--- src/rtl/flash_guard_pkg.sv ---
// Constants shared by the serial flash protection and framing logic.
// How it works
// - Bottom select clear: level 1,2,3 guards top 1,2,4 blocks; 4 and up guards all.
// - Bottom select set: same sizes counted from block 0; level 0 guards none.
// - Whole-chip erase runs only when all four protect level bits are zero.
// - A separate 8K-bit OTP area of two independently lockable 4K-bit rows.
// - Customer row sits at offsets 000-1FF, factory row at 200-3FF.
// - Security byte bit 0 shows the factory lock of the second row.
// - Security write command sets security byte bit 1, locking the customer row.
// - OTP programming: enter OTP mode, normal program, then exit OTP mode.
// - A locked OTP row refuses every later change, for good.
// - While OTP mode is on, the main array cannot be reached.
// - Unknown opcode: standby, output undriven, until next chip select fall.
// - Known opcode: active until the next chip select rise.
// - Bits are taken on serial clock rise and driven out on its fall.
// - Clock idling low or high both work with the same edges.
// - Read-type commands stream data out; host may end after any bit.
// - Change-type commands must end on a byte boundary or are dropped.
// - While an operation is busy, array accesses are ignored.
// - Data-changing commands need the write enable latch set first.
// - Write-protect pin guards protect bits and guard bit, unless in quad modes.
package flash_guard_pkg;

    // ****************************************
    // Opcodes
    // ****************************************
    localparam logic [7:0] WRITE_ENABLE_CMD = 8'h06;
    localparam logic [7:0] WRITE_DISABLE_CMD = 8'h04;
    localparam logic [7:0] READ_CMD = 8'h03;
    localparam logic [7:0] PAGE_PROG_CMD = 8'h02;
    localparam logic [7:0] SECTOR_ERASE_CMD = 8'h20;
    localparam logic [7:0] HALF_BLOCK_ERASE_CMD = 8'h52;
    localparam logic [7:0] BLOCK_ERASE_CMD = 8'hD8;
    localparam logic [7:0] CHIP_ERASE_CMD_A = 8'h60;
    localparam logic [7:0] CHIP_ERASE_CMD_B = 8'hC7;
    localparam logic [7:0] NOP_CMD = 8'h00;
    localparam logic [7:0] STATUS_REG_WRITE_CMD = 8'h01;
    localparam logic [7:0] STATUS_REG_READ_CMD = 8'h05;
    localparam logic [7:0] OTP_MODE_ENTER_CMD = 8'hB1;
    localparam logic [7:0] OTP_MODE_EXIT_CMD = 8'hC1;
    localparam logic [7:0] SECURITY_REG_WRITE_CMD = 8'h2F;
    localparam logic [7:0] SECURITY_REG_READ_CMD = 8'h2B;

    // ****************************************
    // Field positions and sizes
    // ****************************************
    localparam int STAT_BUSY_BIT = 0;
    localparam int STAT_WEL_BIT = 1;
    localparam int STAT_LEVEL_LSB = 2;
    localparam int STAT_GUARD_BIT = 7;
    localparam int SEC_FACTORY_BIT = 0;
    localparam int SEC_CUSTOMER_BIT = 1;
    localparam int BLOCK_LSB = 16;
    localparam int BLOCK_MSB = 18;
    localparam int BLOCK_COUNT = 8;
    localparam int OTP_ROW_BIT = 9;
    localparam logic [3:0] LEVEL_ALL = 4'h4;
    localparam logic [2:0] BYTES_ADDR_END = 3'h4;
    localparam logic [2:0] BYTES_ONE = 3'h1;
    localparam logic [2:0] BYTES_TWO = 3'h2;
    localparam logic [2:0] BYTES_SAT = 3'h7;
    localparam logic [2:0] BIT_LAST = 3'h7;

    // ****************************************
    // Reset values
    // ****************************************
    localparam logic [3:0] LEVEL_RESET = 4'h0;
    localparam logic [23:0] ADDR_RESET = 24'h000000;

    typedef enum logic [1:0] {
        FRAME_IDLE,
        FRAME_CMD,
        FRAME_ACTIVE,
        FRAME_IGNORE
    } frame_e;

endpackage : flash_guard_pkg

--- src/rtl/protect_decode.sv ---
// Decoder from protect level and bottom select to a per-block guard mask.
module protect_decode (
    input wire logic [3:0] level_i,
    input wire logic top_bottom_select_i,
    output logic [flash_guard_pkg::BLOCK_COUNT-1:0] mask_o
);

    // ****************************************
    // Guarded block count
    // ****************************************
    // Level 3 jumps to four blocks, so this is not a plain binary count
    logic [3:0] count;
    assign count = (level_i >= flash_guard_pkg::LEVEL_ALL) ? 4'h8 :
                   (level_i == 4'h3) ? 4'h4 :
                   level_i;

    // ****************************************
    // Per-block compare
    // ****************************************
    genvar b;
    generate
        for (b = 0; b < flash_guard_pkg::BLOCK_COUNT; b++) begin : g_blk
            // Top mode counts down from block 7, bottom mode up from block 0
            assign mask_o[b] = top_bottom_select_i ? (4'(b) < count) :
                               (4'(7 - b) < count);
        end
    endgenerate

endmodule : protect_decode

--- src/rtl/flash_guard.sv ---
// Serial command framing, write guarding and OTP locking of a serial flash.
module flash_guard (
    input wire logic clk_i,
    input wire logic rst_n_i,
    input wire logic cs_n_i,
    input wire logic sclk_i,
    input wire logic si_i,
    output logic so_o,
    output logic so_oe_o,
    input wire logic wp_n_i,
    input wire logic quad_mode_i,
    input wire logic top_bottom_select_i,
    input wire logic busy_i,
    input wire logic factory_lock_i,
    input wire logic [7:0] rd_data_i,
    output logic rd_strobe_o,
    output logic [23:0] rd_addr_o,
    output logic wr_byte_o,
    output logic [7:0] wr_data_o,
    output logic exec_o,
    output logic [7:0] exec_cmd_o,
    output logic [23:0] exec_addr_o,
    output logic reject_o,
    output logic [3:0] protect_level_o,
    output logic guard_bit_o,
    output logic write_enable_latch_o,
    output logic customer_lock_o,
    output logic otp_mode_o
);

    // ****************************************
    // Pin synchronisers
    // ****************************************
    logic [1:0] cs_sync, sclk_sync, si_sync, wp_sync;
    logic cs_d, sclk_d;

    // Every pin passes two flops; edge detectors look only at stage two
    always_ff @(posedge clk_i or negedge rst_n_i) begin
        if (!rst_n_i) begin
            cs_sync <= 2'h3;
            sclk_sync <= 2'h0;
            si_sync <= 2'h0;
            wp_sync <= 2'h3;
            cs_d <= 1'b1;
            sclk_d <= 1'b0;
        end else begin
            cs_sync <= {cs_sync[0], cs_n_i};
            sclk_sync <= {sclk_sync[0], sclk_i};
            si_sync <= {si_sync[0], si_i};
            wp_sync <= {wp_sync[0], wp_n_i};
            cs_d <= cs_sync[1];
            sclk_d <= sclk_sync[1];
        end
    end

    logic cs_fall, cs_rise, in_frame, sck_rise, sck_fall;
    assign cs_fall = cs_d && !cs_sync[1];
    assign cs_rise = !cs_d && cs_sync[1];
    assign in_frame = !cs_sync[1];
    // Edges are judged from the line itself, so idle level does not matter
    assign sck_rise = in_frame && !sclk_d && sclk_sync[1];
    assign sck_fall = in_frame && sclk_d && !sclk_sync[1];

    // ****************************************
    // State
    // ****************************************
    flash_guard_pkg::frame_e state;
    logic [2:0] bit_cnt, byte_cnt;
    logic [7:0] in_sr, out_sr, opcode;
    logic [23:0] addr;
    logic dout, rd_load, write_enable_latch, cust_lock, otp_mode, guard;
    logic [3:0] level;
    logic [7:0] data_byte;

    // ****************************************
    // Decode
    // ****************************************
    logic [7:0] next_in;
    logic byte_done;
    assign next_in = {in_sr[6:0], si_sync[1]};
    assign byte_done = sck_rise && (bit_cnt == flash_guard_pkg::BIT_LAST);

    logic is_read, is_stat, is_sec, is_pp, is_erase, is_ce, is_simple, is_status_reg_write_cmd, is_security_reg_write_cmd;
    assign is_read = (next_in == flash_guard_pkg::READ_CMD);
    assign is_stat = (next_in == flash_guard_pkg::STATUS_REG_READ_CMD);
    assign is_sec = (next_in == flash_guard_pkg::SECURITY_REG_READ_CMD);
    assign is_pp = (opcode == flash_guard_pkg::PAGE_PROG_CMD);
    assign is_erase = (opcode == flash_guard_pkg::SECTOR_ERASE_CMD) ||
                      (opcode == flash_guard_pkg::HALF_BLOCK_ERASE_CMD) ||
                      (opcode == flash_guard_pkg::BLOCK_ERASE_CMD);
    assign is_ce = (opcode == flash_guard_pkg::CHIP_ERASE_CMD_A) ||
                   (opcode == flash_guard_pkg::CHIP_ERASE_CMD_B);
    assign is_simple = (opcode == flash_guard_pkg::WRITE_ENABLE_CMD) ||
                       (opcode == flash_guard_pkg::WRITE_DISABLE_CMD) ||
                       (opcode == flash_guard_pkg::OTP_MODE_ENTER_CMD) ||
                       (opcode == flash_guard_pkg::OTP_MODE_EXIT_CMD) ||
                       (opcode == flash_guard_pkg::NOP_CMD);
    assign is_status_reg_write_cmd = (opcode == flash_guard_pkg::STATUS_REG_WRITE_CMD);
    assign is_security_reg_write_cmd = (opcode == flash_guard_pkg::SECURITY_REG_WRITE_CMD);

    // Opcode recognition on the incoming byte
    logic known;
    assign known = is_read || is_stat || is_sec ||
                   (next_in == flash_guard_pkg::PAGE_PROG_CMD) ||
                   (next_in == flash_guard_pkg::SECTOR_ERASE_CMD) ||
                   (next_in == flash_guard_pkg::HALF_BLOCK_ERASE_CMD) ||
                   (next_in == flash_guard_pkg::BLOCK_ERASE_CMD) ||
                   (next_in == flash_guard_pkg::CHIP_ERASE_CMD_A) ||
                   (next_in == flash_guard_pkg::CHIP_ERASE_CMD_B) ||
                   (next_in == flash_guard_pkg::WRITE_ENABLE_CMD) ||
                   (next_in == flash_guard_pkg::WRITE_DISABLE_CMD) ||
                   (next_in == flash_guard_pkg::OTP_MODE_ENTER_CMD) ||
                   (next_in == flash_guard_pkg::OTP_MODE_EXIT_CMD) ||
                   (next_in == flash_guard_pkg::NOP_CMD) ||
                   (next_in == flash_guard_pkg::STATUS_REG_WRITE_CMD) ||
                   (next_in == flash_guard_pkg::SECURITY_REG_WRITE_CMD);

    // Status and security bytes as the host reads them
    logic [7:0] stat_byte, sec_byte;
    assign stat_byte = {guard, 1'b0, level, write_enable_latch, busy_i};
    assign sec_byte = {6'h00, cust_lock, factory_lock_i};

    // ****************************************
    // Protection checks
    // ****************************************
    logic [7:0] block_mask;
    protect_decode u_decode (
        .level_i(level),
        .top_bottom_select_i(top_bottom_select_i),
        .mask_o(block_mask)
    );

    logic prot_hit, row_locked, pin_guard;
    assign prot_hit = block_mask[addr[flash_guard_pkg::BLOCK_MSB:
                                      flash_guard_pkg::BLOCK_LSB]];
    // Row picked by offset bit 9: low half customer, high half factory
    assign row_locked = addr[flash_guard_pkg::OTP_ROW_BIT] ? factory_lock_i :
                        cust_lock;
    assign pin_guard = guard && !wp_sync[1] && !quad_mode_i;

    // Framing check at chip select rise: whole bytes only, no open read
    logic frame_ok, len_ok, accept;
    assign frame_ok = cs_rise && (state == flash_guard_pkg::FRAME_ACTIVE) &&
                      (bit_cnt == 3'h0) && !dout;
    assign len_ok = is_pp ? (byte_cnt > flash_guard_pkg::BYTES_ADDR_END) :
                    is_erase ? (byte_cnt == flash_guard_pkg::BYTES_ADDR_END) :
                    is_status_reg_write_cmd ? (byte_cnt == flash_guard_pkg::BYTES_TWO) :
                    (byte_cnt == flash_guard_pkg::BYTES_ONE);
    // Change commands need the latch and an idle engine
    logic may_change;
    assign may_change = write_enable_latch && !busy_i;
    assign accept = frame_ok && len_ok && (
        is_simple ||
        (is_pp && may_change && (otp_mode ? !row_locked : !prot_hit)) ||
        (is_erase && may_change && !otp_mode && !prot_hit) ||
        (is_ce && may_change && !otp_mode && (level == 4'h0)) ||
        (is_status_reg_write_cmd && may_change && !pin_guard) ||
        (is_security_reg_write_cmd && may_change));

    logic changes;
    assign changes = is_pp || is_erase || is_ce || is_status_reg_write_cmd || is_security_reg_write_cmd;

    // ****************************************
    // Frame sequencing
    // ****************************************
    // A frame always restarts on chip select fall, even from ignore
    always_ff @(posedge clk_i or negedge rst_n_i) begin
        if (!rst_n_i) begin
            state <= flash_guard_pkg::FRAME_IDLE;
            bit_cnt <= 3'h0;
            byte_cnt <= 3'h0;
            in_sr <= 8'h00;
            opcode <= 8'h00;
            dout <= 1'b0;
        end else if (cs_fall) begin
            state <= flash_guard_pkg::FRAME_CMD;
            bit_cnt <= 3'h0;
            byte_cnt <= 3'h0;
            dout <= 1'b0;
        end else if (!in_frame) begin
            state <= flash_guard_pkg::FRAME_IDLE;
            dout <= 1'b0;
        end else if (sck_rise && state != flash_guard_pkg::FRAME_IGNORE) begin
            in_sr <= next_in;
            bit_cnt <= bit_cnt + 3'h1;
            if (byte_done && byte_cnt != flash_guard_pkg::BYTES_SAT) begin
                byte_cnt <= byte_cnt + 3'h1;
            end
            if (byte_done) begin
                case (state)
                    flash_guard_pkg::FRAME_CMD: begin
                        opcode <= next_in;
                        state <= known ? flash_guard_pkg::FRAME_ACTIVE :
                                 flash_guard_pkg::FRAME_IGNORE;
                        dout <= known && (is_stat || is_sec);
                    end
                    flash_guard_pkg::FRAME_ACTIVE: begin
                        // Reads start driving after the third address byte
                        if (opcode == flash_guard_pkg::READ_CMD &&
                            byte_cnt == 3'h3) begin
                            dout <= 1'b1;
                        end
                    end
                    default: begin
                        state <= state;
                    end
                endcase
            end
        end
    end

    // ****************************************
    // Address, data and read fetch
    // ****************************************
    // Fetch is issued one cycle after the byte ends, data loads one later
    always_ff @(posedge clk_i or negedge rst_n_i) begin
        if (!rst_n_i) begin
            addr <= flash_guard_pkg::ADDR_RESET;
            data_byte <= 8'h00;
            rd_strobe_o <= 1'b0;
            rd_load <= 1'b0;
            wr_byte_o <= 1'b0;
        end else begin
            rd_strobe_o <= 1'b0;
            wr_byte_o <= 1'b0;
            rd_load <= rd_strobe_o;
            if (byte_done && state == flash_guard_pkg::FRAME_ACTIVE) begin
                // Status write has no address, its data byte follows the opcode
                if (is_status_reg_write_cmd || byte_cnt >= flash_guard_pkg::BYTES_ADDR_END) begin
                    data_byte <= next_in;
                end else if (byte_cnt >= 3'h1 && byte_cnt <= 3'h3) begin
                    addr <= {addr[15:0], next_in};
                end
                if (opcode == flash_guard_pkg::READ_CMD && byte_cnt >= 3'h3) begin
                    rd_strobe_o <= !busy_i;
                end
                if (is_pp && byte_cnt >= flash_guard_pkg::BYTES_ADDR_END) begin
                    wr_byte_o <= 1'b1;
                end
            end
            // Program and reads step through the address after each byte
            if (rd_strobe_o || wr_byte_o) begin
                addr[7:0] <= addr[7:0] + 8'h01;
                if (rd_strobe_o) begin
                    addr[23:8] <= addr[23:8] + {15'h0000, (addr[7:0] == 8'hFF)};
                end
            end
        end
    end

    assign rd_addr_o = addr;
    assign wr_data_o = data_byte;

    // ****************************************
    // Serial output
    // ****************************************
    // Loads land between rise and the following fall, ahead of first bit
    always_ff @(posedge clk_i or negedge rst_n_i) begin
        if (!rst_n_i) begin
            out_sr <= 8'h00;
            so_o <= 1'b0;
        end else if (byte_done && state == flash_guard_pkg::FRAME_CMD) begin
            out_sr <= is_sec ? sec_byte : stat_byte;
        end else if (rd_load) begin
            out_sr <= busy_i ? 8'h00 : rd_data_i;
        end else if (sck_fall && dout) begin
            so_o <= out_sr[7];
            out_sr <= (opcode == flash_guard_pkg::READ_CMD) ? {out_sr[6:0], 1'b0} :
                      {out_sr[6:0], out_sr[7]};
        end
    end

    // Output stays undriven in standby and after unknown opcodes
    assign so_oe_o = dout && in_frame && (state == flash_guard_pkg::FRAME_ACTIVE);

    // ****************************************
    // Latches, protect bits and OTP locks
    // ****************************************
    // The customer lock has no clear path; only power loss models it away
    always_ff @(posedge clk_i or negedge rst_n_i) begin
        if (!rst_n_i) begin
            write_enable_latch <= 1'b0;
            level <= flash_guard_pkg::LEVEL_RESET;
            guard <= 1'b0;
            cust_lock <= 1'b0;
            otp_mode <= 1'b0;
        end else if (accept) begin
            if (opcode == flash_guard_pkg::WRITE_ENABLE_CMD) begin
                write_enable_latch <= 1'b1;
            end else if (opcode == flash_guard_pkg::WRITE_DISABLE_CMD || changes) begin
                write_enable_latch <= 1'b0;
            end
            if (opcode == flash_guard_pkg::OTP_MODE_ENTER_CMD) begin
                otp_mode <= 1'b1;
            end
            if (opcode == flash_guard_pkg::OTP_MODE_EXIT_CMD) begin
                otp_mode <= 1'b0;
            end
            if (is_status_reg_write_cmd) begin
                level <= data_byte[flash_guard_pkg::STAT_LEVEL_LSB +: 4];
                guard <= data_byte[flash_guard_pkg::STAT_GUARD_BIT];
            end
            if (is_security_reg_write_cmd) begin
                cust_lock <= 1'b1;
            end
        end
    end

    // ****************************************
    // Execute and reject pulses
    // ****************************************
    always_ff @(posedge clk_i or negedge rst_n_i) begin
        if (!rst_n_i) begin
            exec_o <= 1'b0;
            reject_o <= 1'b0;
            exec_cmd_o <= 8'h00;
            exec_addr_o <= flash_guard_pkg::ADDR_RESET;
        end else begin
            exec_o <= accept && (is_pp || is_erase || is_ce);
            reject_o <= cs_rise && (state == flash_guard_pkg::FRAME_ACTIVE) &&
                        !accept && !dout;
            if (accept) begin
                exec_cmd_o <= opcode;
                exec_addr_o <= addr;
            end
        end
    end

    assign protect_level_o = level;
    assign guard_bit_o = guard;
    assign write_enable_latch_o = write_enable_latch;
    assign customer_lock_o = cust_lock;
    assign otp_mode_o = otp_mode;

endmodule : flash_guard

--- config.mk ---
export PLATFORM = sky130hd
export DESIGN_NAME = flash_guard
export DESIGN_NICKNAME = d
export VERILOG_FILES = /design/src/rtl/flash_guard_pkg.sv /design/src/rtl/protect_decode.sv /design/src/rtl/flash_guard.sv
export SDC_FILE = /design/constraint.sdc
export NUM_CORES = 1
export LEC_CHECK = 0
export CORE_MARGIN = 4
export CORE_UTILIZATION = 50
export DETAILED_ROUTE_END_ITERATION = 12
export DONT_BUFFER_PORTS = 1
export PLACE_DENSITY_LB_ADDON = 0.1
export SLEW_MARGIN = 20
export SYNTH_ARGS = -nofsm -noshare
export SYNTH_HDL_FRONTEND = slang
export SYNTH_SLANG_ARGS = --single-unit
--- constraint.sdc ---
create_clock -name clk_i -period 2.4 [get_ports clk_i]
set_input_delay 0.24 -clock clk_i [delete_from_list [all_inputs] [get_ports clk_i]]
set_output_delay 0.24 -clock clk_i [all_outputs]
set_load 0.01 [all_outputs]
==> results of run 1 <==
==> cell usage after synthesis (3+ instances only) <==
cell | instances | area (µm²)
a211oi_1 | 10 | 75.1
a21o_1 | 3 | 22.5
a21oi_1 | 20 | 100
a22oi_1 | 4 | 30.0
a31oi_1 | 3 | 18.8
and2_1 | 3 | 18.8
and3_1 | 5 | 31.3
and4_1 | 3 | 26.3
buf_2 | 4 | 20.0
buf_6 | 3 | 33.8
clkbuf_1 | 23 | 86.3
dfrtp_1 | 115 | 2880
dfstp_2 | 5 | 131
ha_1 | 15 | 188
inv_1 | 12 | 45.0
mux2_2 | 57 | 642
mux2_4 | 5 | 75.1
mux2i_1 | 15 | 150
nand2_1 | 71 | 267
nand2b_1 | 8 | 50.1
nand3_1 | 21 | 105
nand3b_1 | 6 | 45.0
nand4_1 | 3 | 18.8
nor2_1 | 41 | 154
nor2b_1 | 8 | 50.1
nor3_1 | 11 | 55.1
nor3b_1 | 9 | 67.6
nor4_1 | 4 | 25.0
nor4bb_1 | 3 | 30.0
o21ai_0 | 29 | 145
o22ai_1 | 6 | 37.5
or2_2 | 3 | 18.8
or3b_2 | 3 | 26.3
xnor2_1 | 8 | 70.1
xor2_1 | 5 | 43.8
==> per-layer routing <==
layer	vias up	GRT usage, %	wire [µm]
met3	29	5.94	877
met4	0	9.56	423
met5	-	0	0
li1	2228	-	-
met2	144	39.1	8070
met1	2355	28.4	6470
==> critical path: stages, from the launching register on <==
cell and delay (ns):
dfrtp_1 0.42, or3b_4 0.40, a2111oi_4 0.36, o21bai_2 0.10
o311a_1 0.32, o21ai_4 0.19, nand2_4 0.10, buf_12 0.17
mux2_4 0.30
==> stage by stage <==
stage               TNS [ns]  setup slack, ns  instance area (µm²)  utilization, %
floorplan              -1.45          -0.0736                 6160               -
global route           -6.32           -0.189                 7610            63.4
CTS                    -1.90          -0.0791                 7500            62.5
finish                 -2.08          -0.0829                 7610            63.4
detailed placement     -3.07           -0.198                 6780            56.5
global placement       -1.48          -0.0936                 6780            56.5
==> cell families after synthesis <==
group	count (synthesis)	share of synthesized area, %
multiplexers	77	14.1
XOR/XNOR	13	1.85
flip-flops	120	49.0
buffers and inverters	44	3.20
AND/OR/NAND/NOR	211	17.4
adder cells (fa/ha/maj)	15	3.06
AO/OA/AOI/OAI	102	11.3
==> flip-flops by register name, indices dropped and copies added, names as in the netlist, 2 cells and up <==
| register | count |
|---|---|
| bit_cnt | 3 |
| sclk_sync | 2 |
| out_sr | 8 |
| opcode | 8 |
| wr_data_o | 8 |
| in_sr | 7 |
| byte_cnt | 3 |
| protect_level_o | 4 |
| wp_sync | 2 |
| state | 2 |
| si_sync | 2 |
| rd_addr_o | 24 |
| cs_sync | 2 |
| exec_cmd_o | 8 |
| exec_addr_o | 24 |
==> report_power, final <==
group | total [mW] | switching [mW] | internal (mW)
Combinational | 0.221 | 0.116 | 0.105
Clock | 2.63 | 0.942 | 1.69
Sequential | 2.17 | 0.0934 | 2.08
Total | 5.03 | 1.15 | 3.88
==> timing repair <==
| item | 4_1_cts | 5_1_grt |
|---|---|---|
| endpoints found under the hold margin | 126 | 120 |
| pin swaps | 0 | 1 |
| setup buffers | 3 | 5 |
| resized for setup | 4 | 16 |
| endpoints found under the setup margin | 43 | 71 |
==> area by class of cell <==
type                    count  area (µm²)
clock buffers              19         453
clock inverters            13         166
fillers                   976        4400
inverters                  12        45.0
multi-input cells         418        3040
flip-flops and latches    120        3010
well taps                 147         184
repair buffers             85         712
==> how the worst min path moves through the flow <==
stage,start,to,slack [ns]
floorplan,rst_n_i,bit_cnt[0],-0.06
global placement,rst_n_i,exec_cmd_o[7],-0.05
detailed placement,rst_n_i,exec_addr_o[20],-0.05
CTS,rst_n_i,bit_cnt[2],-0.50
global route,rst_n_i,exec_addr_o[16],-0.50
finish,rst_n_i,exec_addr_o[14],-0.47
==> results.sh, run 1 <==
export IMPL_hold_viol_final=120
export IMPL_clkTransAtPathRegs_ns=0.06
export IMPL_htreeDepth=4
export IMPL_grt_max_degree=121
export IMPL_synth_distinct_cells=65
export IMPL_critPathLaunch="opcode[7]"
export IMPL_hold_buffers=5
export IMPL_relSlewSlack_pct=57.6
export IMPL_max_freq_ghz=0.403
export IMPL_final_nets=687
export IMPL_maxCapViolations=0
export IMPL_grt_pass1_wl_mm=25.9
export IMPL_syn_cell_area_um2=6140
export IMPL_die_h_um=119
export IMPL_syn_area_per_cell_um2=10.6
export IMPL_r2r_start="opcode[7]"
export IMPL_pin_count=96
export IMPL_hpwl_mm=11.2
export IMPL_cts_root_buf="clkbuf_16"
export IMPL_numPortBuffers=0
export IMPL_outcome="finished with violations"
export IMPL_tightest_slew_ns=0.633
export IMPL_gr_total_overflow=0
export IMPL_dp_cells=769
export IMPL_finClkSkew_ns=0.00658
export IMPL_finalSetupViolations=39
export IMPL_wirelength_mm=15.9
export IMPL_synth_ff_type="dfrtp_1"
export IMPL_rows=40
export IMPL_ant_nets=0
export IMPL_clk_path_buf_depth=2
export IMPL_cp_end_kind="flop"
export IMPL_ys_ff_latch=120
export IMPL_tritoncts="done"
export IMPL_ff2ff_setup_slack_ns=-0.08
export IMPL_final_common_cell="dfrtp_1"
export IMPL_numCtsBuffers=17
export IMPL_drive_gt1_share_pct=31.0
export IMPL_synthCells=582
export IMPL_r2r_cells=8
export IMPL_period_minus_slack_ns=2.48
export IMPL_vdd_drop_max_mv=0.464
export IMPL_yosysWarnings=0
export IMPL_synth_edf_count=0
export IMPL_required_ns=2.69
export IMPL_core_area_um2=12000
export IMPL_diodes=0
export IMPL_layoutNonFillerInstCount=814
export IMPL_r2r_end="exec_cmd_o[1]"
export IMPL_hp_class="in -> async"
export IMPL_dieWidth_um=119
export IMPL_critPathKind="reg -> reg"
export IMPL_area_growth_pct=23.9
export IMPL_violations="negative hold slack, negative setup slack"
export IMPL_fin_crit_sh_pct=103
export IMPL_drc=0
export IMPL_async_flop_share_pct=100
export IMPL_p_per_area_nw_per_um2=661
export IMPL_syn_num_nets=615
export IMPL_via_per_inst=5.84
export IMPL_setup_ws_ns=-0.0829
export IMPL_cp_start_kind="flop"
export IMPL_leakage_nw=3.46
export IMPL_track_usage_pct=23.2
export IMPL_grt_antenna_before_repair=0
export IMPL_gp_congestion=0.889
export IMPL_synth_seq_area_share_pct=49.0
export IMPL_crit_fanout=19
export IMPL_hold_worst_slack_ns=-0.475
export IMPL_wl_per_cell_um=19.5
export IMPL_finalPower_mw=5.03
export IMPL_start_util_pct=51.1
export IMPL_drt_first_pass_iters=4
export IMPL_first_global_vias=4846
export IMPL_cts_sinks=120
export IMPL_dieArea_um2=14100
export IMPL_rsz0062_at_grt="yes"
export IMPL_vias=4756
export IMPL_drt_initial_drc_count=279
export IMPL_clkLatencyLatePin_ns=0.41
export IMPL_final_cell_mix="dfrtp_1, buf_4, nand2_1"
export IMPL_endpoint="exec_cmd_o[1]"
export IMPL_cp_arrival_ns=2.78
export IMPL_maxSlewViolCount=0
Note: power is estimated with default switching activity, not from simulation.
==> run 2, diff against run 1 <==
--- a/config.mk
+++ b/config.mk
@@ -10,5 +10,5 @@
 export DETAILED_ROUTE_END_ITERATION = 12
 export DONT_BUFFER_PORTS = 1
-export PLACE_DENSITY_LB_ADDON = 0.1
+export PLACE_DENSITY = 0.68
 export SLEW_MARGIN = 20
 export SYNTH_ARGS = -nofsm -noshare
==> constraint.sdc (replaced) <==
create_clock -name clk_i -period 2.4 [get_ports clk_i]
set_input_delay 0.36 -clock clk_i [delete_from_list [all_inputs] [get_ports clk_i]]
set_output_delay 0.36 -clock clk_i [all_outputs]
set_load 0.01 [all_outputs]
==> results.sh, run 2 (synthesis results as in run 1) <==
export IMPL_setup_ws_ns=-0.0725
export IMPL_core_area_um2=12000
export IMPL_first_global_vias=4895
export IMPL_htreeDepth=4
export IMPL_hp_class="in -> async"
export IMPL_wl_per_cell_um=19.6
export IMPL_outcome="finished with violations"
export IMPL_crit_family="compound AO/OA/AOI/OAI gates"
export IMPL_p_per_area_nw_per_um2=616
export IMPL_critPathKind="reg -> reg"
export IMPL_clk_path_buf_depth=2
export IMPL_clkLatencyLatePin_ns=0.41
export IMPL_dieArea_um2=14100
export IMPL_final_nets=685
export IMPL_dieWidth_um=119
export IMPL_max_freq_ghz=0.404
export IMPL_diodes=0
export IMPL_gp_congestion=0.939
export IMPL_ant_nets=0
export IMPL_maxCapViolations=0
export IMPL_r2r_cells=8
export IMPL_r2r_start="opcode[7]"
export IMPL_numCtsBuffers=17
export IMPL_cts_root_buf="clkbuf_16"
export IMPL_period_minus_slack_ns=2.47
export IMPL_worstPathCellList="or3b_4 -> a2111oi_4 -> o21bai_2 -> o311a_1 -> o21ai_4 -> buf_6 -> nand3_4 -> mux2_2"
export IMPL_fillers=975
export IMPL_grt_pass1_wl_mm=25.6
export IMPL_drive_gt1_share_pct=31.0
export IMPL_maxSlewViolCount=0
export IMPL_relSlewSlack_pct=60.8
export IMPL_drt_initial_drc_count=295
export IMPL_r2r_end="protect_level_o[2]"
export IMPL_die_h_um=119
export IMPL_hold_buffers=4
export IMPL_cp_arrival_ns=2.77
export IMPL_finalSetupViolations=38
export IMPL_hold_viol_final=120
export IMPL_pin_count=96
export IMPL_tns_ns=-1.74
export IMPL_violations="negative hold slack, negative setup slack"
export IMPL_final_cell_mix="dfrtp_1, buf_4, nand2_1"
export IMPL_rows=40
export IMPL_slowest_delay_ns=0.41
export IMPL_numPortBuffers=0
export IMPL_required_ns=2.69
export IMPL_vias=4763
export IMPL_worst_path_buf_inv=1
export IMPL_drc=0
export IMPL_leakage_nw=3.42
export IMPL_cp_end_kind="flop"
export IMPL_cts_sinks=120
export IMPL_clkTransAtPathRegs_ns=0.05
export IMPL_tritoncts="done"
export IMPL_crit_path_top_delay_cell="dfrtp_1"
export IMPL_place_ws_ns=-0.170
export IMPL_drt_first_pass_iters=4
export IMPL_wirelength_mm=15.9
export IMPL_cp_start_kind="flop"
export IMPL_tightest_slew_ns=0.586
export IMPL_grt_antenna_before_repair=0
export IMPL_grt_max_degree=121
export IMPL_area_growth_pct=22.0
export IMPL_hpwl_mm=11.5
export IMPL_finClkSkew_ns=0.00599
export IMPL_ff2ff_setup_slack_ns=-0.07
export IMPL_hold_worst_slack_ns=-0.354
export IMPL_start_util_pct=51.1
export IMPL_fin_crit_sh_pct=103
export IMPL_layoutNonFillerInstCount=811
export IMPL_path_depth=8
export IMPL_final_common_cell="dfrtp_1"
export IMPL_via_per_inst=5.87
export IMPL_gr_total_overflow=0
export IMPL_track_usage_pct=23.0
export IMPL_rsz0062_at_grt="yes"
export IMPL_dp_cells=768
export IMPL_vdd_drop_max_mv=0.502
export IMPL_crit_fanout=5
[run 2: cell types whose count changed in the layout (fill, tap and decap cells not counted), sizes merged]
| cell | change |
|---|---|
| buf | -1 |
| clkbuf | +4 |
| clkinv | +5 |
| inv | -3 |
| clkinvlp | -4 |
| dlygate4sd3 | -1 |
| bufinv | -3 |
[run 2: metal layers]
metal  routed length (µm)  vias to the layer above  GRT usage, %
li1                     -                     2215             -
met1                 6660                     2364          28.6
met2                 7840                      156          37.2
met3                 1070                       28          7.36
met4                  303                        0          9.49
met5                    0                        -             0
[run 2: through the flow]
step	cell area (µm²)	hold WS, ns	utilization [%]	total power [mW]
floorplan	6160	0.0644	-	2.32
global placement	6760	0.0686	56.3	2.39
detailed placement	6760	0.0696	56.3	2.40
CTS	7390	-0.378	61.6	4.66
global route	7490	-0.378	62.4	4.80
finish	7490	-0.354	62.4	4.62
[run 2: area by class of cell]
| type | instances | area (µm²) | area share (%) |
|---|---|---|---|
| Multi-Input combinational cell | 418 | 3050 | 40.7 |
| Sequential cell | 120 | 3010 | 40.2 |
| Clock inverter | 8 | 48.8 | 0.651 |
| Inverter | 12 | 45.0 | 0.601 |
| Tap cell | 147 | 184 | 2.45 |
| Timing Repair Buffer | 83 | 678 | 9.05 |
| Clock buffer | 23 | 478 | 6.38 |
[run 2: worst max path at each step]
stage	start	end	slack (ns)
3_5_place_dp	opcode[7]	protect_level_o[2]	-0.17
2_1_floorplan	opcode[7]	exec_addr_o[3]	-0.07
6_report	opcode[7]	protect_level_o[2]	-0.07
4_1_cts	opcode[7]	exec_cmd_o[1]	-0.06
3_3_place_gp	opcode[4]	guard_bit_o	-0.09
5_1_grt	opcode[1]	protect_level_o[2]	-0.14
[run 2: power breakdown]
| part | leakage, nW | switching, mW | internal (mW) |
|---|---|---|---|
| clock | 0.259 | 0.858 | 1.38 |
| sequential | 1.60 | 0.0882 | 2.08 |
| combinational | 1.56 | 0.106 | 0.102 |
[run 2: repair_timing]
action	4_1_cts	5_1_grt
setup endpoints to repair	41	62
setup buffers	3	5
pin swaps	0	4
hold endpoints to repair	124	120
gates resized for setup	6	17
